$ cat src/shared/uhs_pkg.sv
// Package with constants and types for the UART host select, baud and clear-to-send block
package uhs_pkg;
	// ****************************************
	// Register indices (register-select value)
	// ****************************************
	localparam logic [2:0] UHS_ADDR_DIV_LO = 3'h0;
	localparam logic [2:0] UHS_ADDR_DIV_HI = 3'h1;
	localparam logic [2:0] UHS_ADDR_IER = 3'h1;
	localparam logic [2:0] UHS_ADDR_IIR = 3'h2;
	localparam logic [2:0] UHS_ADDR_LCR = 3'h3;
	localparam logic [2:0] UHS_ADDR_MSR = 3'h6;
	localparam logic [2:0] UHS_ADDR_SCR = 3'h7;
	// ****************************************
	// Field positions
	// ****************************************
	localparam int UHS_LCR_DAB_BIT = 7;
	localparam int UHS_IER_MSI_BIT = 3;
	localparam int UHS_MSR_CTS_BIT = 4;
	localparam int UHS_MSR_DELTA_BIT = 0;
	localparam int UHS_IIR_NPEND_BIT = 0;
	// ****************************************
	// Reset values
	// ****************************************
	localparam logic [7:0] UHS_RST_BYTE = 8'h00;
	localparam logic [15:0] UHS_RST_DIV = 16'h0000;
	localparam logic [15:0] UHS_DIV_ONE = 16'h0001;
	localparam logic [2:0] UHS_RST_ADDR = 3'h0;
	// Width of the bundle of pin inputs that pass the synchroniser
	localparam int UHS_SYNC_W = 19;
	// Idle pin bundle: strobe high, low-active select high, clear-to-send inactive
	localparam logic [UHS_SYNC_W-1:0] UHS_PIN_IDLE = 19'h41200;
	// ****************************************
	// Types
	// ****************************************
	typedef struct packed {
		logic [2:0] addr;
		logic cs;
	} uhs_sel_s;
	localparam uhs_sel_s UHS_RST_SEL = '{addr: UHS_RST_ADDR, cs: 1'b0};
	// Chip is selected only for the high, high, low pattern
	function automatic logic uhs_cs_decode(input logic a, input logic b, input logic low_n);
		uhs_cs_decode = a & b & ~low_n;
	endfunction : uhs_cs_decode
endpackage : uhs_pkg

$ cat src/hdl/uhs_baud_gen.sv
// Baud divider producing the 16x baud clock output
`timescale 1ns/10ps
`default_nettype none
module uhs_baud_gen import uhs_pkg::*; (
	input wire logic clk_sys, // System clock, reference oscillator
	input wire logic rst_sync_n, // Synchronised reset, active low
	input wire logic [15:0] divisor, // Divisor latch value
	output logic baud_clk_out // 16x baud clock, one cycle high per period
);
	// ****************************************
	// Divider
	// ****************************************
	logic [15:0] cnt_r;
	logic tick;
	// Tick when the count reaches one; zero divisor stops the clock
	assign tick = (divisor != UHS_RST_DIV) && (cnt_r <= UHS_DIV_ONE || cnt_r > divisor);
	always_ff @(posedge clk_sys or negedge rst_sync_n) begin
		if (!rst_sync_n) begin
			cnt_r <= UHS_RST_DIV;
		end else if (divisor == UHS_RST_DIV) begin
			cnt_r <= UHS_RST_DIV;
		end else if (tick) begin
			cnt_r <= divisor;
		end else begin
			cnt_r <= cnt_r - UHS_DIV_ONE;
		end
	end
	always_ff @(posedge clk_sys or negedge rst_sync_n) begin
		if (!rst_sync_n) begin
			baud_clk_out <= 1'b0;
		end else begin
			baud_clk_out <= tick;
		end
	end
	// ****************************************
	// Assertions
	// ****************************************
	logic [16:0] gap_r;
	logic [15:0] div_d_r;
	logic seen_r;
	// Period check is armed only after a pulse that followed a stable divisor
	always_ff @(posedge clk_sys or negedge rst_sync_n) begin
		if (!rst_sync_n) begin
			gap_r <= 17'h00001;
			div_d_r <= UHS_RST_DIV;
			seen_r <= 1'b0;
		end else begin
			div_d_r <= divisor;
			if (baud_clk_out) begin
				gap_r <= 17'h00001;
				seen_r <= (divisor == div_d_r);
			end else begin
				gap_r <= gap_r + 17'h00001;
				if (divisor != div_d_r) begin
					seen_r <= 1'b0;
				end
			end
		end
	end
endmodule : uhs_baud_gen
`default_nettype wire

$ cat src/hdl/uhs_host_port.sv
// CPU-side select logic, data bus, baud output and clear-to-send status
`timescale 1ns/10ps
`default_nettype none
// Overview of operation
// - Rising edge of the address strobe latches register select; held for the access.
// - The 16x baud clock is driven on a dedicated output.
// - Baud clock rate is reference clock divided by the divisor latches.
// - Selected only for selects high, high, low; other accesses are ignored.
// - Decoded chip select is latched on the strobe's rising edge too.
// - Eight-bit data bus; drivers released whenever no read is under way.
// - Modem status bit 4 is the complement of clear-to-send.
// - Modem status bit 0 flags a clear-to-send change since the last read.
// - Clear-to-send never affects the transmitter; status only.
// - A clear-to-send status change raises an interrupt when enabled.
// - Master reset clears registers and control, but not the divisor latches.
module uhs_host_port import uhs_pkg::*; (
	input wire logic clk_sys, // System clock, 125 MHz
	input wire logic rst_n, // Asynchronous reset, active low
	input wire logic addr_strobe_n, // Address strobe, low is transparent
	input wire logic reg_sel_bit0, // Register select bit 0
	input wire logic reg_sel_bit1, // Register select bit 1
	input wire logic reg_sel_bit2, // Register select bit 2
	input wire logic chip_sel_high_a, // Chip select, active high
	input wire logic chip_sel_high_b, // Chip select, active high
	input wire logic chip_sel_low_n, // Chip select, active low
	input wire logic rd_strobe, // Read strobe, active high
	input wire logic wr_strobe, // Write strobe, active high
	input wire logic [7:0] data_in, // Data bus input side
	output logic [7:0] data_out, // Data bus output side
	output logic data_oe, // Data bus drive enable, high while driving
	input wire logic clear_to_send_n, // Clear-to-send from modem, active low
	input wire logic master_reset_in, // Master reset, active high
	output logic baud_clk_out, // 16x baud clock
	output logic modem_intr // Modem status interrupt, active high
);
	// ****************************************
	// Reset release and input synchronisers
	// ****************************************
	logic [1:0] rst_pipe_r;
	logic rst_sync_n;
	always_ff @(posedge clk_sys or negedge rst_n) begin
		if (!rst_n) begin
			rst_pipe_r <= 2'h0;
		end else begin
			rst_pipe_r <= {rst_pipe_r[0], 1'b1};
		end
	end
	assign rst_sync_n = rst_pipe_r[1];

	logic [UHS_SYNC_W-1:0] pin_s1_r;
	logic [UHS_SYNC_W-1:0] pin_s2_r;
	always_ff @(posedge clk_sys or negedge rst_sync_n) begin
		if (!rst_sync_n) begin
			pin_s1_r <= UHS_PIN_IDLE;
			pin_s2_r <= UHS_PIN_IDLE;
		end else begin
			pin_s1_r <= {addr_strobe_n, reg_sel_bit2, reg_sel_bit1, reg_sel_bit0,
				chip_sel_high_a, chip_sel_high_b, chip_sel_low_n, rd_strobe, wr_strobe,
				clear_to_send_n, master_reset_in, data_in};
			pin_s2_r <= pin_s1_r;
		end
	end
	logic strobe_n_s, rd_s, wr_s, cts_n_s, mreset_s;
	logic [7:0] din_s;
	uhs_sel_s live;
	assign strobe_n_s = pin_s2_r[18];
	assign live = '{addr: pin_s2_r[17:15],
		cs: uhs_cs_decode(pin_s2_r[14], pin_s2_r[13], pin_s2_r[12])};
	assign rd_s = pin_s2_r[11];
	assign wr_s = pin_s2_r[10];
	assign cts_n_s = pin_s2_r[9];
	assign mreset_s = pin_s2_r[8];
	assign din_s = pin_s2_r[7:0];

	// ****************************************
	// Address strobe latch
	// ****************************************
	uhs_sel_s latch_r;
	uhs_sel_s eff;
	always_ff @(posedge clk_sys or negedge rst_sync_n) begin
		if (!rst_sync_n) begin
			latch_r <= UHS_RST_SEL;
		end else if (!strobe_n_s) begin
			latch_r <= live;
		end
	end
	// Transparent while the strobe is low, frozen after its rising edge
	assign eff = strobe_n_s ? latch_r : live;

	// ****************************************
	// Access strobes
	// ****************************************
	logic rd_d_r, wr_d_r, rd_go, wr_go, msr_read;
	always_ff @(posedge clk_sys or negedge rst_sync_n) begin
		if (!rst_sync_n) begin
			rd_d_r <= 1'b0;
			wr_d_r <= 1'b0;
		end else begin
			rd_d_r <= rd_s;
			wr_d_r <= wr_s;
		end
	end
	assign rd_go = rd_s && !rd_d_r && eff.cs;
	assign wr_go = wr_s && !wr_d_r && eff.cs && !rd_s;

	// ****************************************
	// Control registers
	// ****************************************
	logic [7:0] lcr_r, ier_r, scr_r;
	logic [15:0] div_r;
	logic dab;
	assign dab = lcr_r[UHS_LCR_DAB_BIT];
	always_ff @(posedge clk_sys or negedge rst_sync_n) begin
		if (!rst_sync_n) begin
			lcr_r <= UHS_RST_BYTE;
			ier_r <= UHS_RST_BYTE;
			scr_r <= UHS_RST_BYTE;
		end else if (mreset_s) begin
			lcr_r <= UHS_RST_BYTE;
			ier_r <= UHS_RST_BYTE;
			scr_r <= UHS_RST_BYTE;
		end else if (wr_go) begin
			if (eff.addr == UHS_ADDR_LCR) lcr_r <= din_s;
			if (eff.addr == UHS_ADDR_IER && !dab) ier_r <= din_s;
			if (eff.addr == UHS_ADDR_SCR) scr_r <= din_s;
		end
	end
	// Divisor latches survive master reset; reached only with the access bit set
	always_ff @(posedge clk_sys or negedge rst_sync_n) begin
		if (!rst_sync_n) begin
			div_r <= UHS_RST_DIV;
		end else if (wr_go && dab) begin
			if (eff.addr == UHS_ADDR_DIV_LO) div_r[7:0] <= din_s;
			if (eff.addr == UHS_ADDR_DIV_HI) div_r[15:8] <= din_s;
		end
	end

	// ****************************************
	// Clear-to-send status and change flag
	// ****************************************
	logic cts_prev_r, cts_valid_r, delta_r, cts_change;
	assign msr_read = rd_go && eff.addr == UHS_ADDR_MSR;
	assign cts_change = cts_valid_r && (cts_n_s != cts_prev_r);
	always_ff @(posedge clk_sys or negedge rst_sync_n) begin
		if (!rst_sync_n) begin
			cts_prev_r <= 1'b1;
			cts_valid_r <= 1'b0;
		end else begin
			cts_prev_r <= cts_n_s;
			cts_valid_r <= 1'b1;
		end
	end
	// A change in the cycle of the read wins over the clear
	always_ff @(posedge clk_sys or negedge rst_sync_n) begin
		if (!rst_sync_n) begin
			delta_r <= 1'b0;
		end else if (mreset_s) begin
			delta_r <= 1'b0;
		end else begin
			delta_r <= cts_change || (delta_r && !msr_read);
		end
	end
	// Clear-to-send feeds status only; nothing here reaches the transmitter
	assign modem_intr = delta_r && ier_r[UHS_IER_MSI_BIT];

	// ****************************************
	// Read data and bus drive
	// ****************************************
	logic [7:0] rd_mux;
	always_comb begin
		rd_mux = UHS_RST_BYTE;
		case (eff.addr)
			UHS_ADDR_DIV_LO: rd_mux = dab ? div_r[7:0] : UHS_RST_BYTE;
			UHS_ADDR_IER: rd_mux = dab ? div_r[15:8] : ier_r;
			UHS_ADDR_IIR: rd_mux[UHS_IIR_NPEND_BIT] = !modem_intr;
			UHS_ADDR_LCR: rd_mux = lcr_r;
			UHS_ADDR_MSR: begin
				rd_mux[UHS_MSR_CTS_BIT] = !cts_n_s;
				rd_mux[UHS_MSR_DELTA_BIT] = delta_r;
			end
			UHS_ADDR_SCR: rd_mux = scr_r;
			default: rd_mux = UHS_RST_BYTE;
		endcase
	end
	// Data is captured at the start of a read and held for its duration
	always_ff @(posedge clk_sys or negedge rst_sync_n) begin
		if (!rst_sync_n) begin
			data_out <= UHS_RST_BYTE;
		end else if (rd_go) begin
			data_out <= rd_mux;
		end
	end
	logic rd_active_r;
	always_ff @(posedge clk_sys or negedge rst_sync_n) begin
		if (!rst_sync_n) begin
			rd_active_r <= 1'b0;
		end else begin
			rd_active_r <= rd_go || (rd_active_r && rd_s);
		end
	end
	assign data_oe = rd_active_r && rd_s;

	// ****************************************
	// Baud generator
	// ****************************************
	uhs_baud_gen u_uhs_baud_gen (
		.clk_sys(clk_sys),
		.rst_sync_n(rst_sync_n),
		.divisor(div_r),
		.baud_clk_out(baud_clk_out)
	);
endmodule : uhs_host_port
`default_nettype wire

$ cat config.mk
export PLATFORM = sky130hd
export DESIGN_NAME = uhs_host_port
export DESIGN_NICKNAME = d
export VERILOG_FILES = /design/src/shared/uhs_pkg.sv /design/src/hdl/uhs_baud_gen.sv /design/src/hdl/uhs_host_port.sv
export SDC_FILE = /design/constraint.sdc
export NUM_CORES = 1
export LEC_CHECK = 0
export BUFFER_PORTS_ARGS = -buffer_cell sky130_fd_sc_hd__buf_2
export CORE_ASPECT_RATIO = 0.5
export CORE_UTILIZATION = 30
export CTS_BUF_LIST = sky130_fd_sc_hd__clkbuf_16
export DETAILED_ROUTE_END_ITERATION = 8
export PLACE_DENSITY = 0.45
export SLEW_MARGIN = 40
export SYNTH_ARGS = -nofsm -noshare
export SYNTH_HDL_FRONTEND = slang
export SYNTH_SLANG_ARGS = --single-unit
$ cat constraint.sdc
create_clock -name clk_sys -period 3.4 [get_ports clk_sys]
set_input_delay 0.34 -clock clk_sys [delete_from_list [all_inputs] [get_ports clk_sys]]
set_output_delay 0.34 -clock clk_sys [all_outputs]
set_load 0.03 [all_outputs]
* After elaboration in Yosys (flattened, before gate mapping)
Index checks and enable logic that the tools add are counted.
** Storage, ports and cells
- Bits in registers :: 115
- Latch bits :: 0
- RAM bits :: 0
- ROM bits :: 0
- Input bits :: 21
- Output and inout bits :: 11
- Logic and storage cells :: 85
- Memories kept :: 0
** Cells by class
- Add/sub/neg operators :: 1
- Multipliers :: 0
- Div/mod/pow operators :: 0
- Order comparisons :: 2
- Equal/unequal tests :: 6
- Shifts and indexed selects :: 0
- Multiplexer cells :: 19
- Bitwise logic cells :: 3
- Reductions and logical operators :: 35
** Operator list (count)
- $mux 8 :: 11
- $mux 16 :: 2
- $pmux 3 s4 :: 2
- $gt 16x16->1 :: 1
- $le 16x1->1 const B :: 1
- $logic_not 16->1 :: 1
- $reduce_bool 16->1 :: 1
- $sub 16x1->16 const B :: 1
- $logic_and 1x1->1 :: 13
- $reduce_and 2->1 :: 5
- $reduce_bool 2->1 :: 4
- $logic_not 1->1 :: 7
- $eq 3x2->1 const B :: 2
- $eq 3x3->1 const B :: 2
- $pmux 1 s6 :: 1
- $pmux 1 s5 :: 1
- $mux 4 :: 1
- $eq 3x1->1 const B :: 1
- $logic_not 3->1 :: 1
- $logic_or 1x1->1 :: 3
- $and 1x1->1 :: 2
- $mux 1 :: 1
- $ne 1x1->1 :: 1
- $not 1->1 :: 1

* Logic depth before layout (Yosys ltp)
Gate-level depths: netlist (run 1).
- Depth after elaboration :: 9
- Depth in mapped cells :: 9
- Mapped depth without buffers :: 8

* Cells and area by module
A second synthesis (run 1) with hierarchy kept.
** Unflattened totals
- Cells, all modules :: 460
- Area, all modules :: 5385.2 µm²
** Modules (own cells, without submodules)
- uhs_host_port :: times used 1, cells an instance 304, area each 3893.7 µm², seq. area each 2461.1 µm²
- uhs_baud_gen :: times used 1, cells an instance 156, area each 1491.4 µm², seq. area each 425.4 µm²

* Least setup slack after synthesis (run 1)
Ideal clock, no wire load.
- Path type :: register -> register
- From :: reg u_uhs_baud_gen.cnt_r[14]
- To :: reg u_uhs_baud_gen.cnt_r[10]
- Setup time :: 0.110 ns
- Arrival :: 2.245 ns
- Data required time :: 3.290 ns
- Setup slack :: 1.045 ns
- Cell stages (with the launch flop) :: 8
- Buffers on the path :: 1
- Clock period less this slack :: 2.355 ns
- Cell sequence :: dfrtp_1 -> ha_1 -> nand4_1 -> or4_1 -> o211ai_1 -> o311ai_4 -> buf_4 -> o41ai_1
** Between the ends
- Cells in the longest elaborated chain, start to end :: 5
- Elaborated cells between the ends (all ways) :: 6
- Those cells by class :: 2 x order compare; 2 x mux; 2 x reduce/logical
** Ends and longest elaborated chain
- start: declaration :: RTL line uhs_baud_gen.sv:13 : logic [15:0] cnt_r;
- start signal: assignment :: RTL line uhs_baud_gen.sv:23 : cnt_r <= divisor;
- start signal: assignment :: RTL line uhs_baud_gen.sv:25 : cnt_r <= cnt_r - UHS_DIV_ONE;
- $le 16x1->1 / $gt 16x16->1 (equally long branches) :: RTL line uhs_baud_gen.sv:16 : assign tick = (divisor != UHS_RST_DIV) && (cnt_r <= UHS_DIV_ONE || cnt_r > divisor);
- $logic_or 1x1->1 * :: RTL line uhs_baud_gen.sv:16
- $logic_and 1x1->1 * :: RTL line uhs_baud_gen.sv:16
- $mux 16 * :: RTL line uhs_baud_gen.sv:22 : end else if (tick) begin
- $mux 16 * :: RTL line uhs_baud_gen.sv:20 : end else if (divisor == UHS_RST_DIV) begin
Every way passes the cells marked *; elsewhere a longest branch is shown, timed or not.
A chain may end at the register's enable or synchronous reset.

* Worst setup path after layout (run 1)
- From :: reg div_r[13]
- To :: reg u_uhs_baud_gen.cnt_r[3]
** Between the ends
- Cells in the longest elaborated chain, start to end :: 5
- Elaborated cells between the ends (all ways) :: 7
- Those cells by class :: 1 x order compare; 2 x mux; 4 x reduce/logical
** Ends and longest elaborated chain
- start: declaration :: RTL line uhs_host_port.sv:110 : logic [15:0] div_r;
- start signal: assignment :: RTL line uhs_host_port.sv:134 : if (eff.addr == UHS_ADDR_DIV_HI) div_r[15:8] <= din_s;
- $gt 16x16->1 :: RTL line uhs_baud_gen.sv:16
- $logic_or 1x1->1 :: RTL line uhs_baud_gen.sv:16
- $logic_and 1x1->1 :: RTL line uhs_baud_gen.sv:16
- $mux 16 :: RTL line uhs_baud_gen.sv:22
- $mux 16 * :: RTL line uhs_baud_gen.sv:20
Marked as above.

==> flow_summary.ini, run 1 <==
[synthesis]
synthTopCellsByCount = dfrtp_1, mux2i_1, nor2_1
syn-cell-area_um2 = 5030
syn_avg_cell_area_um2 = 11.7
yosys-top-cells-area = dfrtp_1, mux2i_1, ha_1
ys_warn_count = 0
yosysMostFrequentCell = dfrtp_1
async_reset_ff_share_pct = 100
synth_top_cell_area_share_pct = 53.8
ys.flop_type = dfrtp_1
ys_seq_elements = 115
synth_area_leader_cell = dfrtp_1
yosys.cell_types.count = 50
synth_edf_count = 0
yosysSeqAreaShare_pct = 57.4
synth_cells = 431

[timing]
final.period_utilization_pct = 77.9
finalHoldViolCount = 0
fin_ws_ps = 752
fmax_ghz = 0.378
slew_violations = 0
period_minus_slack_ps = 2650
whs_ps = 18.3
worst-slew-pin-transition_ps = 758
fin_skew_ps = 13.0
rsz0062_at_grt = false
slew_headroom_pct = 49.5
setup_tns_ps = 0
setup_violations = 0

[global_routing]
use_met3_pct = 4.21
grt_first_pass_wirelength_um = 19500
grt-ovfl-total = 0
grt_antenna_before_repair = 0
use_met1_pct = 23.0
busiest_layer = met1
grt_max_degree = 60
grt_usage_pct = 15.3
grt_pass1_vias = 3402
grtUsageMet2_pct = 20.9

[flow_run]
drv_cap = 0

[cells_and_area]
nets = 518
postLayoutCoreUtil_pct = 37.7
areaGrowthSynthToFinish_pct = 22.8
antenna-diode-count = 0
layout-drive-gt1-share_pct = 19.3
final_cells = 719

[placed_design]
dp_slack_ps = 754
dpl.cell_count = 682
globalplace.congestion = 0.801
io_buffers = 31
dp_hpwl_um = 8030

[critical_path]
worst_ep_required_time_ps = 3700
reg2regPathDepth = 8
cp-start-kind = flop
r2r-end = u_uhs_baud_gen.cnt_r[3]$_DFF_PN0_
rr_startpoint = div_r[13]$_DFFE_PN0P_
worst-setup-path-type = flop to flop
critPathCaptureType = flop
path_max_fanout = 22
ff2ff_setup_slack_ps = 750
cp.arrival_ps = 2950

[floorplanning]
fp.dieH_um = 93.5
io_pins = 32
initial_utilization_pct = 30.7
core_um2 = 16400
dieArea_um2 = 17300
rows = 33
die_x_um = 185

[clocking]
cts_max_path_buffers = 2
htreeDepth = 4
clock_latency_ps = 420
cts_inserted_buffers = 17
cts_tree = built
cts-root-buf = clkbuf_16
clk_pin_slew_ps = 70
clock-sinks = 115

[routing]
drt_iter0_drc = 176
vias_per_cell = 4.62
wl_um = 11900
ant_nets = 0
drt_pass1_iterations = 4
avgRoutedWirePerCell_um = 16.6
drc = 0
via_count = 3325

[power_and_ir_drop]
vdd_drop_max_mv = 0.265
p_clk_share_pct = 54.3
comb_power_share_pct = 3.6
p_leak_nw = 2.95
p_per_area_nw_per_um2 = 557
p_sw_share_pct = 25.1
seqPwrFrac_pct = 42.1
switchingPower_mw = 0.863
internal_power_mw = 2.57

[worst_hold_path]
whs_endpoint = pin_s1_r[14]$_DFF_PN0_
hold_path.class = primary input to flop
min-delay-start = chip_sel_high_a
min_path_cells = 1

[outcome]
outcome = completed
## layout by cell type, fill, tap and decap left out, types with 4 or more instances in the layout
master / instances
mux2_1: 9
or3_1: 8
o21ai_1: 31
inv_1: 19
mux2i_1: 37
nor4_1: 4
xor2_1: 8
dfrtp_1: 106
nand2_1: 25
nor2_1: 35
clkbuf_16: 17
o22ai_1: 7
or4_1: 7
dlygate4sd3_1: 4
a21oi_1: 9
buf_4: 11
inv_8: 4
nand4_1: 5
inv_6: 6
nor3_1: 6
xnor2_1: 7
buf_2: 31
a22oi_1: 5
o41ai_1: 16
ha_1: 18
dfstp_2: 7
## kinds of logic (layout without fill, tap and decap cells)
kind of cell | after synthesis | in the layout | synth area share [%]
XOR/XNOR | 15 | 15 | 2.61
AND/OR/NAND/NOR | 107 | 107 | 10.5
flip-flops | 115 | 115 | 57.4
AO/OA/AOI/OAI | 84 | 84 | 11.2
buffers and inverters | 42 | 102 | 3.53
adder cells (fa/ha/maj) | 18 | 18 | 4.48
multiplexers | 49 | 49 | 10.2
other | 1 | 2 | 0.0746
## flip-flops by register name, summed over array words and instances (netlist names)
| signal | count |
|---|---|
| rd_active_r | 1 |
| pin_s2_r | 19 |
| u_uhs_baud_gen.cnt_r | 16 |
| rd_d_r | 1 |
| rst_pipe_r | 2 |
| latch_r | 4 |
| pin_s1_r | 19 |
| div_r | 16 |
| data_out | 8 |
| scr_r | 8 |
| u_uhs_baud_gen.baud_clk_out | 1 |
| wr_d_r | 1 |
| cts_prev_r | 1 |
| delta_r | 1 |
| cts_valid_r | 1 |
| ier_r | 8 |
| lcr_r | 8 |
## power groups by stage
stage	logic, mW	registers (mW)	clock network [mW]
after global placement	0.112	1.48	0
after CTS	0.114	1.45	1.91
after detailed placement	0.112	1.48	0
final	0.123	1.45	1.87
after global routing	0.138	1.45	1.98
after floorplan	0.0535	1.48	0
## routing by layer
layer  vias to the layer above  wire [um]
li1                       1648          -
met1                      1617       6350
met2                        51       5040
met3                         9        418
met4                         0        100
met5                         -          0
## final cells by class
class                      count  area (um^2)
fill                        1622        10200
sequential                   115         2890
multi-input combinational    275         1970
clock buffer                  17          425
timing repair buffer          49          338
tap                          227          284
clock inverter                15          188
inverter                      21         78.8
## worst max-delay path, stage by stage (launching register included)
cell,delay (ps)
dfrtp_1,430
inv_1,70
ha_1,300
nand4_1,200
or4_1,640
o211ai_1,190
o311ai_4,140
buf_4,240
o41ai_1,320
## repair_timing
action,CTS,global route
hold endpoints to repair,3,2
gates resized for setup,0,0
setup buffers,0,0
hold buffers,2,2
setup endpoints to repair,0,0
## how the worst max path moves through the flow
stage	startpoint	to	slack [ps]	cells after the start
final	div_r[13]$_DFFE_PN0P_	u_uhs_baud_gen.cnt_r[3]$_DFF_PN0_	750	8
after global routing	div_r[15]$_DFFE_PN0P_	u_uhs_baud_gen.cnt_r[3]$_DFF_PN0_	510	8
after CTS	div_r[15]$_DFFE_PN0P_	u_uhs_baud_gen.cnt_r[3]$_DFF_PN0_	760	8
after detailed placement	div_r[15]$_DFFE_PN0P_	u_uhs_baud_gen.cnt_r[8]$_DFF_PN0_	750	8
after global placement	div_r[4]$_DFFE_PN0P_	u_uhs_baud_gen.cnt_r[7]$_DFF_PN0_	800	8
after floorplan	u_uhs_baud_gen.cnt_r[14]$_DFF_PN0_	u_uhs_baud_gen.cnt_r[10]$_DFF_PN0_	1050	7
## stage by stage
| stage | area (um^2) | power (mW) |
|---|---|---|
| 4_1_cts | 6130 | 3.48 |
| 5_1_grt | 6170 | 3.57 |
| 2_1_floorplan | 5030 | 1.53 |
| 6_report | 6170 | 3.44 |
| 3_3_place_gp | 5500 | 1.59 |
| 3_5_place_dp | 5500 | 1.59 |
No activity file was read; power rests on OpenSTA's default activity.
==> inputs of run 2 (changes only) <==
PLACE_DENSITY = 0.43   (was 0.45)
clock period = 2.7 ns   (was 3.4 ns; I/O delays follow)
==> run 2 against run 1 <==
Sequential power rose by 26%. Maximum frequency rose by 5.3%. Sequential cell count did not move. Cell area rose by 3.8%. Utilization rose by 1.4 points. First-iteration DRC count rose by 13%. Clock power rose by 12%. Clock skew rose by 2.8 ps. Critical endpoint is now u_uhs_baud_gen.cnt_r[4]$_DFF_PN0_. Largest cell class unchanged.
==> flow_summary.ini, run 2 (synthesis results as in run 1) <==
[outcome]
outcome = completed

[placed_design]
dp_slack_ps = 80.8
io_buffers = 31
globalplace.congestion = 0.849
dpl.cell_count = 694
dp_hpwl_um = 8520
dpl-instance-area_um2 = 5600

[cells_and_area]
postLayoutCoreUtil_pct = 39.1
final_common_cell = dfrtp_1
nets = 546
largestRegisters = pin_s1_r x19, pin_s2_r x19
areaGrowthSynthToFinish_pct = 27.4
final_cells = 747
finish.instance_area_um2 = 6400
final_cell_mix = dfrtp_1, mux2i_1, nor2_1
layout-drive-gt1-share_pct = 21.2
antenna-diode-count = 0

[timing]
fin_skew_ps = 15.8
final.period_utilization_pct = 93.2
slew_violations = 0
setup_violations = 0
setup_tns_ps = 0
period_minus_slack_ps = 2520
rsz0062_at_grt = false
finalHoldViolCount = 0
slew_headroom_pct = 57.9
fin_ws_ps = 184
fmax_ghz = 0.397
worst-slew-pin-transition_ps = 632

[routing]
drc = 0
avgRoutedWirePerCell_um = 16.7
vias_per_cell = 4.65
drt_iter0_drc = 198
wl_um = 12500
drt_pass1_iterations = 4
via_count = 3476
ant_nets = 0

[global_routing]
grt_max_degree = 58
grt_pass1_vias = 3530
grt_antenna_before_repair = 0
grt-ovfl-total = 0
grt_usage_pct = 15.9
grt_first_pass_wirelength_um = 20100

[critical_path]
critPathCaptureType = flop
cp-start-kind = flop
cp.arrival_ps = 2810
worst_ep_required_time_ps = 3000
worst-setup-path-type = flop to flop
path_max_fanout = 11
critPathLaunch = div_r[7]$_DFFE_PN0P_
r2r-end = u_uhs_baud_gen.cnt_r[4]$_DFF_PN0_
rr_startpoint = div_r[7]$_DFFE_PN0P_
reg2regPathDepth = 8
ff2ff_setup_slack_ps = 180

[floorplanning]
io_pins = 32
dieArea_um2 = 17300
core_um2 = 16400
initial_utilization_pct = 30.7
rows = 33
die_x_um = 185
fp.dieH_um = 93.5

[clocking]
htreeDepth = 4
cts_inserted_buffers = 17
clock-sinks = 115
cts_setup_buffers = 0
cts-root-buf = clkbuf_16
cts_max_path_buffers = 2
clk_pin_slew_ps = 60
cts_tree = built
clock_latency_ps = 420

[power_and_ir_drop]
comb_power_share_pct = 4.4
switchingPower_mw = 1.05
internal_power_mw = 3.05
seqPwrFrac_pct = 44.4
p_clk_share_pct = 51.3
p_sw_share_pct = 25.6
vdd_drop_max_mv = 0.302
p_leak_nw = 3.07
p_per_area_nw_per_um2 = 640

[flow_run]
drv_cap = 0

[worst_hold_path]
hold_path.class = primary input to asynchronous set/reset pin
[run 2: cell count changes in the layout (fill, tap and decap cells not counted), moves of 2 or more]
cell,delta
o41ai_2,+3
inv_6,-2
clkinv_4,+2
clkinvlp_4,+3
buf_4,+10
dlygate4sd3_1,+16
bufinv_16,-2
o41ai_1,-3
[run 2: layout make-up]
| cell class | count | area, um^2 |
|---|---|---|
| inverter | 21 | 78.8 |
| timing repair buffer | 77 | 604 |
| sequential | 115 | 2890 |
| clock inverter | 15 | 126 |
| tap | 227 | 284 |
| clock buffer | 17 | 425 |
| multi-input combinational | 275 | 1990 |
| fill | 1633 | 9990 |
[run 2: timing repair]
action,4_1_cts,5_1_grt
hold buffers,20,0
hold endpoints to repair,21,0
gates resized for setup,0,5
setup endpoints to repair,0,5
[run 2: worst max path at each step]
stage / to / depth (start not counted)
floorplan: u_uhs_baud_gen.cnt_r[10]$_DFF_PN0_ / 7
global placement: u_uhs_baud_gen.cnt_r[14]$_DFF_PN0_ / 9
detailed placement: u_uhs_baud_gen.cnt_r[14]$_DFF_PN0_ / 8
CTS: u_uhs_baud_gen.cnt_r[14]$_DFF_PN0_ / 8
global route: u_uhs_baud_gen.cnt_r[2]$_DFF_PN0_ / 8
finish: u_uhs_baud_gen.cnt_r[4]$_DFF_PN0_ / 8
[run 2: worst max-delay path, cell delays in order, from the launching register on]
cell      delay (ps)
dfrtp_1          420
inv_1            110
ha_1             340
nand4_1          110
or4_1            570
o211ai_1         170
o311ai_4         150
buf_4            220
o41ai_1          310
[run 2: stage by stage]
| step | power [mW] | hold WS, ps |
|---|---|---|
| 2_1_floorplan | 1.93 | -25.6 |
| 4_1_cts | 4.15 | 143 |
| 5_1_grt | 4.25 | 155 |
| 6_report | 4.10 | 165 |
| 3_3_place_gp | 2.00 | 55.1 |
| 3_5_place_dp | 2.00 | 55.2 |
[run 2: routing by layer]
layer  share of wire [%]  track usage (%)  vias to the layer above  wire length (um)
li1                    -                -                     1699                 -
met1                  52             23.2                     1702              6490
met2                  43             22.3                       63              5390
met3                 4.2             4.87                       12               521
met4                0.70             4.55                        0                87
met5                   0                0                        -                 0
[run 2: power by group through the flow]
| stage | logic [mW] | clock network (mW) | registers, mW |
|---|---|---|---|
| finish | 0.179 | 2.10 | 1.82 |
| global placement | 0.142 | 0 | 1.86 |
| global route | 0.196 | 2.24 | 1.82 |
| detailed placement | 0.142 | 0 | 1.86 |
| floorplan | 0.0674 | 0 | 1.86 |
| CTS | 0.164 | 2.15 | 1.83 |
